<file path="src/rtl/mcr_pkg.sv">
package mcr_pkg;
	// Register offsets
	localparam logic [7:0] MCR_CCS_ADDR = 8'h29;
	localparam logic [7:0] MCR_MISC1_ADDR = 8'h20;
	localparam logic [7:0] MCR_IRQ_STAT_ADDR = 8'h30;
	localparam logic [7:0] MCR_IRQ_MASK_ADDR = 8'h31;
	// Field positions in clock_ctl_status
	localparam int MCR_FLAG_BIT = 0;
	localparam int MCR_IEN_BIT = 1;
	localparam int MCR_TB_LO = 2;
	localparam int MCR_TB_HI = 3;
	// Field positions in misc_control_one
	localparam int MCR_SMS_BIT = 0;
	localparam int MCR_CP_LO = 1;
	localparam int MCR_CP_HI = 2;
	localparam int MCR_MCO_BIT = 5;
	// Reset values
	localparam logic [1:0] MCR_TB_RST = 2'h0;
	localparam logic MCR_IEN_RST = 1'b0;
	localparam logic MCR_FLAG_RST = 1'b1;
	localparam logic [7:0] MCR_MISC1_RST = 8'h00;
	// Time base periods in oscillator cycles
	localparam logic [18:0] MCR_TB0_CYC = 19'd32000;
	localparam logic [18:0] MCR_TB1_CYC = 19'd64000;
	localparam logic [18:0] MCR_TB2_CYC = 19'd160000;
	localparam logic [18:0] MCR_TB3_CYC = 19'd400000;
	// Divider: division ratios as half-period counts minus one
	localparam logic [3:0] MCR_HALF_DIV2 = 4'h0;
	localparam logic [3:0] MCR_HALF_DIV4 = 4'h1;
	localparam logic [3:0] MCR_HALF_DIV8 = 4'h3;
	localparam logic [3:0] MCR_HALF_DIV16 = 4'h7;
	localparam logic [3:0] MCR_HALF_DIV32 = 4'hf;
	typedef enum logic [1:0] {
		MCR_RUN,
		MCR_TIMED_HALT,
		MCR_FULL_HALT
	} mcr_mode_t;
endpackage

</file>
<file path="src/rtl/mcr_clock_ctrl.sv">
// Contract
// - CPU clock from oscillator via prescaler
// - Normal /2, slow /4 /8 /16 /32
// - CAN clock always oscillator divided by two
// - Clock-out enable drives oscillator over two
// - Clock-out stops during timed halt
// - Four selectable RTC periods
// - New time base at period end
// - Halt with irq enabled enters timed halt
// - Flag set on period, cleared by read
// - Bits 7 to 4 read zero
// - Reset value reads 01h
// - Interrupt when flag, enable, unmasked
// - Wait mode unchanged, interrupt wakes
// - Timed halt: counter runs, registers frozen
// - Full halt freezes RTC counter and registers, other wakeup
// - RTC interrupt cannot leave full halt
//
// Design decision made here: the strobed register port.
`timescale 1ns/10ps
module mcr_clock_ctrl
	import mcr_pkg::*;
#(
	parameter int PERIOD_W = 19,
	parameter logic [PERIOD_W-1:0] TB0_CYCLES = MCR_TB0_CYC,
	parameter logic [PERIOD_W-1:0] TB1_CYCLES = MCR_TB1_CYC,
	parameter logic [PERIOD_W-1:0] TB2_CYCLES = MCR_TB2_CYC,
	parameter logic [PERIOD_W-1:0] TB3_CYCLES = MCR_TB3_CYC
) (
	// Clock, reset, enable
	input wire logic clock_in,
	input wire logic rst_in,
	input wire logic clk_en_in,
	// Register port
	input wire logic [7:0] addr_in,
	input wire logic [7:0] wdata_in,
	input wire logic wr_in,
	input wire logic rd_in,
	output logic [7:0] rdata_out,
	// CPU state
	input wire logic halt_exec_in,
	input wire logic wait_mode_in,
	input wire logic cpu_irq_mask_in,
	input wire logic other_wake_in,
	// Clocks out
	output logic cpu_clk_en_out,
	output logic can_clk_out,
	output logic clk_out_out,
	output logic clk_out_oe_out,
	// Interrupt and status
	output logic rtc_irq_out,
	output logic wake_out,
	output logic irq_out,
	output logic timed_halt_out,
	output logic full_halt_out
);
	mcr_mode_t mode_q, mode_d;
	logic [1:0] tb_q, tb_act_q;
	logic ien_q, flag_q;
	logic [7:0] misc_q;
	logic [PERIOD_W-1:0] rtc_cnt_q;
	logic [3:0] cpu_cnt_q;
	logic cpu_half_q;
	logic can_q, clko_q, clkoe_q;
	logic [1:0] ist_q, imask_q;
	logic [7:0] rdata_q;
	logic rtc_irq_q, wake_q, irq_q;
	logic th_q, fh_q;

	wire sel_ccs = addr_in == MCR_CCS_ADDR;
	wire sel_misc = addr_in == MCR_MISC1_ADDR;
	wire sel_ist = addr_in == MCR_IRQ_STAT_ADDR;
	wire sel_imask = addr_in == MCR_IRQ_MASK_ADDR;
	wire running = mode_q == MCR_RUN;
	// Registers frozen outside run
	wire reg_ok = clk_en_in && running;
	wire counter_ok = clk_en_in && mode_q != MCR_FULL_HALT;
	// Period select
	logic [PERIOD_W-1:0] period_last;
	always_comb begin
		case (tb_act_q)
			2'h0: period_last = TB0_CYCLES - 1'b1;
			2'h1: period_last = TB1_CYCLES - 1'b1;
			2'h2: period_last = TB2_CYCLES - 1'b1;
			default: period_last = TB3_CYCLES - 1'b1;
		endcase
	end
	wire period_end = counter_ok && rtc_cnt_q == period_last;
	// Prescaler half period
	logic [3:0] half_last;
	always_comb begin
		if (!misc_q[MCR_SMS_BIT]) begin
			half_last = MCR_HALF_DIV2;
		end else begin
			case (misc_q[MCR_CP_HI:MCR_CP_LO])
				2'h0: half_last = MCR_HALF_DIV4;
				2'h1: half_last = MCR_HALF_DIV16;
				2'h2: half_last = MCR_HALF_DIV8;
				default: half_last = MCR_HALF_DIV32;
			endcase
		end
	end
	wire cpu_wrap = cpu_cnt_q >= half_last;
	wire ccs_rd = reg_ok && rd_in && sel_ccs;
	wire irq_cond = flag_q && ien_q && !cpu_irq_mask_in;
	wire [7:0] ccs_val = {4'h0, tb_q, ien_q, flag_q};
	wire [7:0] rd_mux = sel_ccs ? ccs_val :
		sel_misc ? misc_q :
		sel_ist ? {6'h00, ist_q} :
		sel_imask ? {6'h00, imask_q} : 8'h00;
	// Bit 1 enabled timeout, bit 0 any timeout
	wire [1:0] ev = {period_end && ien_q, period_end};
	wire clko_run = misc_q[MCR_MCO_BIT] && mode_d == MCR_RUN;

	// Mode sequencing
	always_comb begin
		mode_d = mode_q;
		case (mode_q)
			MCR_RUN: begin
				if (halt_exec_in) begin
					mode_d = ien_q ? MCR_TIMED_HALT : MCR_FULL_HALT;
				end
			end
			MCR_TIMED_HALT: begin
				if ((period_end && ien_q) || other_wake_in) begin
					mode_d = MCR_RUN;
				end
			end
			MCR_FULL_HALT: begin
				if (other_wake_in) begin
					mode_d = MCR_RUN;
				end
			end
			default: mode_d = MCR_RUN;
		endcase
	end

	always_ff @(posedge clock_in) begin
		if (rst_in) begin
			mode_q <= MCR_RUN;
		end else if (clk_en_in) begin
			mode_q <= mode_d;
		end
	end

	// RTC divider
	always_ff @(posedge clock_in) begin
		if (rst_in) begin
			rtc_cnt_q <= '0;
			tb_act_q <= MCR_TB_RST;
		end else if (period_end) begin
			rtc_cnt_q <= '0;
			tb_act_q <= tb_q;
		end else if (counter_ok) begin
			rtc_cnt_q <= rtc_cnt_q + 1'b1;
		end
	end

	// Control/status and misc registers
	always_ff @(posedge clock_in) begin
		if (rst_in) begin
			tb_q <= MCR_TB_RST;
			ien_q <= MCR_IEN_RST;
			misc_q <= MCR_MISC1_RST;
		end else if (reg_ok && wr_in) begin
			if (sel_ccs) begin
				tb_q <= wdata_in[MCR_TB_HI:MCR_TB_LO];
				ien_q <= wdata_in[MCR_IEN_BIT];
			end
			if (sel_misc) begin
				misc_q <= wdata_in;
			end
		end
	end

	// Timeout flag, set wins over read clear
	always_ff @(posedge clock_in) begin
		if (rst_in) begin
			flag_q <= MCR_FLAG_RST;
		end else if (period_end) begin
			flag_q <= 1'b1;
		end else if (ccs_rd) begin
			flag_q <= 1'b0;
		end
	end

	// Sticky event bits and mask
	always_ff @(posedge clock_in) begin
		if (rst_in) begin
			ist_q <= 2'h0;
			imask_q <= 2'h0;
		end else if (clk_en_in) begin
			if (reg_ok && wr_in && sel_imask) begin
				imask_q <= wdata_in[1:0];
			end
			if (reg_ok && wr_in && sel_ist) begin
				ist_q <= (ist_q & ~wdata_in[1:0]) | ev;
			end else begin
				ist_q <= ist_q | ev;
			end
		end
	end

	// Read data
	always_ff @(posedge clock_in) begin
		if (rst_in) begin
			rdata_q <= 8'h00;
		end else if (clk_en_in) begin
			rdata_q <= (reg_ok && rd_in) ? rd_mux : 8'h00;
		end
	end

	// CPU prescaler
	always_ff @(posedge clock_in) begin
		if (rst_in) begin
			cpu_cnt_q <= 4'h0;
			cpu_half_q <= 1'b0;
		end else if (clk_en_in) begin
			if (cpu_wrap) begin
				cpu_cnt_q <= 4'h0;
				cpu_half_q <= ~cpu_half_q;
			end else begin
				cpu_cnt_q <= cpu_cnt_q + 1'b1;
			end
		end
	end

	// Fixed-rate CAN clock
	always_ff @(posedge clock_in) begin
		if (rst_in) begin
			can_q <= 1'b0;
		end else if (clk_en_in) begin
			can_q <= ~can_q;
		end
	end

	// Clock-out pin
	always_ff @(posedge clock_in) begin
		if (rst_in) begin
			clko_q <= 1'b0;
			clkoe_q <= 1'b0;
		end else if (clk_en_in) begin
			clkoe_q <= misc_q[MCR_MCO_BIT];
			if (clko_run) begin
				clko_q <= ~clko_q;
			end else begin
				clko_q <= 1'b0;
			end
		end
	end

	// Halt mode flags for the pins
	always_ff @(posedge clock_in) begin
		if (rst_in) begin
			th_q <= 1'b0;
			fh_q <= 1'b0;
		end else if (clk_en_in) begin
			th_q <= mode_d == MCR_TIMED_HALT;
			fh_q <= mode_d == MCR_FULL_HALT;
		end
	end

	// Interrupt and wake outputs
	always_ff @(posedge clock_in) begin
		if (rst_in) begin
			rtc_irq_q <= 1'b0;
			wake_q <= 1'b0;
			irq_q <= 1'b0;
		end else if (clk_en_in) begin
			rtc_irq_q <= irq_cond;
			// wake from wait or timed halt
			wake_q <= irq_cond &&
				(wait_mode_in || mode_q == MCR_TIMED_HALT);
			irq_q <= |(ist_q & imask_q);
		end
	end

	// wait mode leaves all logic running
	assign rdata_out = rdata_q;
	assign cpu_clk_en_out = cpu_half_q;
	assign can_clk_out = can_q;
	assign clk_out_out = clko_q;
	assign clk_out_oe_out = clkoe_q;
	assign rtc_irq_out = rtc_irq_q;
	assign wake_out = wake_q;
	assign irq_out = irq_q;
	assign timed_halt_out = th_q;
	assign full_halt_out = fh_q;
endmodule // mcr_clock_ctrl

</file>
<file path="config.mk">
export PLATFORM = sky130hd
export DESIGN_NAME = mcr_clock_ctrl
export DESIGN_NICKNAME = d
export VERILOG_FILES = /design/src/rtl/mcr_pkg.sv /design/src/rtl/mcr_clock_ctrl.sv
export SDC_FILE = /design/constraint.sdc
export NUM_CORES = 1
export LEC_CHECK = 0
export BUFFER_PORTS_ARGS = -buffer_cell sky130_fd_sc_hd__buf_2
export CAP_MARGIN = 20
export CORE_ASPECT_RATIO = 1.4
export CORE_MARGIN = 4
export CORE_UTILIZATION = 57
export DETAILED_ROUTE_END_ITERATION = 10
export GPL_ROUTABILITY_DRIVEN = 0
export PLACE_DENSITY = 0.83
export SLEW_MARGIN = 10
export SYNTH_ARGS = -nofsm -noshare
export SYNTH_HDL_FRONTEND = slang
export SYNTH_SLANG_ARGS = --single-unit
</file>
<file path="constraint.sdc">
create_clock -name clock_in -period 2.4 [get_ports clock_in]
set_clock_uncertainty 0.2 [all_clocks]
set_input_delay 0.24 -clock clock_in [delete_from_list [all_inputs] [get_ports clock_in]]
set_output_delay 0.24 -clock clock_in [all_outputs]
set_load 0.01 [all_outputs]
</file>
==> results.txt <==
----------------------------------------------------
[Job]
  Max Cap Violations ... 0

[Yosys]
  Synth Area per Inst ... 8.819 µm²
  Cell area after technology mapping ... 2937 µm²
  Share of synthesized flip-flops with an asynchronous set or reset ... 0
  Count of distinct cell types in the synthesized netlist ... 56
  Number of warnings printed during yosys synthesis ... 0
  Number of synthesized register bits ... 60
  Synthesized net count ... 364
  Number of enable-type register cells in the synthesized netlist ... 0
  Seq/Total Area, Yosys ... 0.4090
  Post-synthesis cell count ... 333
  Most common flop cell mapped by yosys ... dfxtp_1

[STA]
  Worst slew margin ... 0.5767
  Final setup violating endpoints ... 0
  Pins over their slew limit ... 0
  Shortest clock period the worst path allows after layout ... around 2.2 ns
  Actual slew at the worst max-slew pin ... 0.6350 ns
  Final hold violation count ... 0
  Setup repair after global routing missed its margin ... no
  FMAX ... 462.3 MHz
  Setup Total Neg Slack ... 0 ns
  Part of the cycle the worst path needs ... 0.9012

[Floorplanning]
  Chip width ... 68.66 µm
  Starting density of the core ... 0.5972
  FP Rows ... 30
  Core region area ... between 4000 and 5000 µm²
  Die H ... 92.93 µm
  Die area ... 6380 µm²
  I/O pins ... 42

[Clock tree]
  TritonCTS clock tree ... yes
  Clock sink total ... 60
  CTS max path bufs ... 2
  Cts bufs inserted ... 9
  Register clock-pin slew on the reported worst setup and hold paths ... ~0.07 ns
  Number of gates given a new drive strength after cts ... 0
  H-tree levels ... 3
  Insertion delay to the later sink of the worst-skew pair ... ~0.35 ns
  Root Buffer Master ... clkbuf_8

[Worst setup path]
  RR Startpoint ... rtc_cnt_q[7]$_SDFFE_PP0P_
  Crit path DAT ... 2.18 ns
  FF-to-FF setup slack ... between 0.2 and 0.25 ns
  Kind of start point of the critical path ... flip-flop
  Kind of end point of the critical path ... flip-flop
  CP Max Fanout ... 14
  Required time at the worst-slack endpoint ... 2.42 ns
  Worst setup path class ... reg2reg
  Capturing point of the worst reg2reg path ... rtc_cnt_q[9]$_SDFFE_PP0P_
  R2r worst-path depth ... 6

[Routing]
  Total wire length ... ~7 mm
  Overall via count from detail_route ... 2654
  Initial detailed-routing violation count ... 189
  Antenna-violating nets left ... 0
  Wirelength per Cell ... 15.41 µm
  Drc violations ... 0
  Per-cell via count in the routed design ... 5.846
  Number of detailed-route iterations in the first pass ... 6

[Global routing]
  Global-route wire length before repair ... 11.32 mm
  Vias in the first global route ... approximately 2400
  GRT Overall Usage ... 0.2363
  Congestion Overflow GR ... 0
  Initial antenna violation count ... 0
  Largest net degree at the start of global routing ... 27

[Cells and area]
  Synth-to-Final Area Change ... 18.07%
  Inserted Diodes ... 0
  Post-route cell area ... 3467 µm²
  Final Instance Count excl. Fillers ... 454
  Proportion of layout cells with a drive suffix above 1 ... 0.2154
  Count of nets after finishing ... 417

[Power and ir drop]
  Leakage power total ... 1.301 nW
  Worst IR drop on VDD ... 0.3677 mV
  Power density over the cells ... 585.8 nW/µm²

[Placement]
  Dpl cells ... 431
  Port-buffer cells ... 41
  Placed cell area ... 3197 µm²
  HPWL after DPL ... 4.937 mm

[Hold path]
  Hold WC Path Type ... in2reg
  Destination of the worst hold path ... wake_out$_SDFFE_PP0P_
  Hold Path Stages ... 4
  Worst Hold Launch ... cpu_irq_mask_in

[Run status]
  Run status ... finished clean

----------------------------------------------------
registers in the layout (all words and copies together) (netlist names):
register and flops:
irq_out 1, rtc_irq_out 1, cpu_clk_en_out 1, flag_q 1, misc_q 8, full_halt_out 1, tb_q 2, rdata_out 8
can_clk_out 1, cpu_cnt_q 4, timed_halt_out 1, ist_q 2, rtc_cnt_q 19, wake_out 1, ien_q 1, mode_q 2
tb_act_q 2, clk_out_out 1, clk_out_oe_out 1, imask_q 2
timing repair:
action | in CTS | in global routing
hold endpoints to repair | 12 | 0
hold buffers | 8 | 0
buffers inserted | 0 | 0
report_power, final:
group | internal [W] | switching [W]
Clock | 0.000496 | 0.000387
Combinational | 0.0000540 | 0.0000765
Sequential | 0.00101 | 0.0000104
area by class of cell:
cell class	instances	area, µm²
flip-flops and latches	60	1201
multi-input cells	254	1647
repair buffers	54	322.8
fillers	390	1450
inverters	7	26.28
clock buffers	10	137.6
well taps	64	80.08
clock inverters	5	52.55
metrics by stage:
stage / power (W) / hold slack (ns) / setup WS [ns] / utilization
floorplan: 0.001108 / 0.1760 / 0.5030 / -
global placement: 0.001153 / 0.2416 / 0.3750 / 0.6501
detailed placement: 0.001157 / 0.2493 / 0.3101 / 0.6501
CTS: 0.002038 / 0.02875 / 0.2801 / 0.7051
global route: 0.002089 / 0.05260 / 0.1014 / 0.7051
finish: 0.002031 / 0.04012 / 0.2370 / 0.7051
critical path: stages (launching register included):
cell and delay [ns]:
dfxtp_1 0.40, inv_1 0.14, o31ai_1 0.32, o221ai_1 0.36
o31ai_4 0.25, buf_4 0.27, nor2_1 0.09
cell usage in the layout, fill, tap and decap left out, types with 6 or more instances in the layout:
| master | n |
|---|---|
| nor2_1 | 36 |
| xor2_1 | 16 |
| ha_1 | 6 |
| nand4_1 | 12 |
| mux2i_1 | 15 |
| nand3_1 | 16 |
| buf_2 | 41 |
| nand2_1 | 34 |
| a21oi_1 | 15 |
| dfxtp_1 | 60 |
| o21ai_0 | 15 |
| dlygate4sd3_1 | 8 |
| inv_1 | 6 |
| nand2b_1 | 7 |
| nor2_2 | 11 |
| clkbuf_8 | 10 |
synthesized netlist by cell type, types with 3 or more instances:
cell,instances,share of area
nand4_1,12,0.026
and3_1,5,0.011
nand2b_1,7,0.015
nand2_1,34,0.043
xor2_1,16,0.048
mux2i_1,15,0.051
xnor2_1,4,0.012
inv_1,6,0.0077
nor3b_1,3,0.0077
a22oi_1,5,0.013
clkbuf_1,6,0.0077
nor2_2,11,0.023
a21oi_1,15,0.026
o211ai_1,3,0.0077
or4_1,3,0.0077
ha_1,6,0.026
nor2_1,36,0.046
o21ai_0,15,0.026
dfxtp_1,60,0.41
nand3_1,16,0.027
nor3_1,5,0.0085
cells by family after synthesis:
group,share of synthesized area
AND/OR/NAND/NOR,0.2744
flip-flops,0.4090
buffers and inverters,0.03025
AO/OA/AOI/OAI,0.1500
multiplexers,0.05113
adder cells (fa/ha/maj),0.02556
XOR/XNOR,0.05965
how the worst max path moves through the flow:
stage,to,startpoint,cells after the start,slack (ns)
global placement,rtc_cnt_q[11]$_SDFFE_PP0P_,rtc_cnt_q[7]$_SDFFE_PP0P_,6,0.38
global route,rtc_cnt_q[9]$_SDFFE_PP0P_,rtc_cnt_q[7]$_SDFFE_PP0P_,6,0.10
floorplan,rtc_cnt_q[3]$_SDFFE_PP0P_,rtc_cnt_q[17]$_SDFFE_PP0P_,6,0.50
detailed placement,rtc_cnt_q[9]$_SDFFE_PP0P_,rtc_cnt_q[7]$_SDFFE_PP0P_,6,0.31
CTS,rtc_cnt_q[9]$_SDFFE_PP0P_,rtc_cnt_q[7]$_SDFFE_PP0P_,6,0.28
finish,rtc_cnt_q[9]$_SDFFE_PP0P_,rtc_cnt_q[7]$_SDFFE_PP0P_,6,0.24
layer usage:
layer | global-route usage | up-vias | wire length, µm
li1 | - | 1307 | -
met1 | 0.2654 | 1251 | 2797
met2 | 0.4056 | 81 | 3660
met3 | 0.05340 | 15 | 376
met4 | 0.1111 | 0 | 163
met5 | 0 | - | 0
No activity file was read; power rests on OpenSTA's default activity.
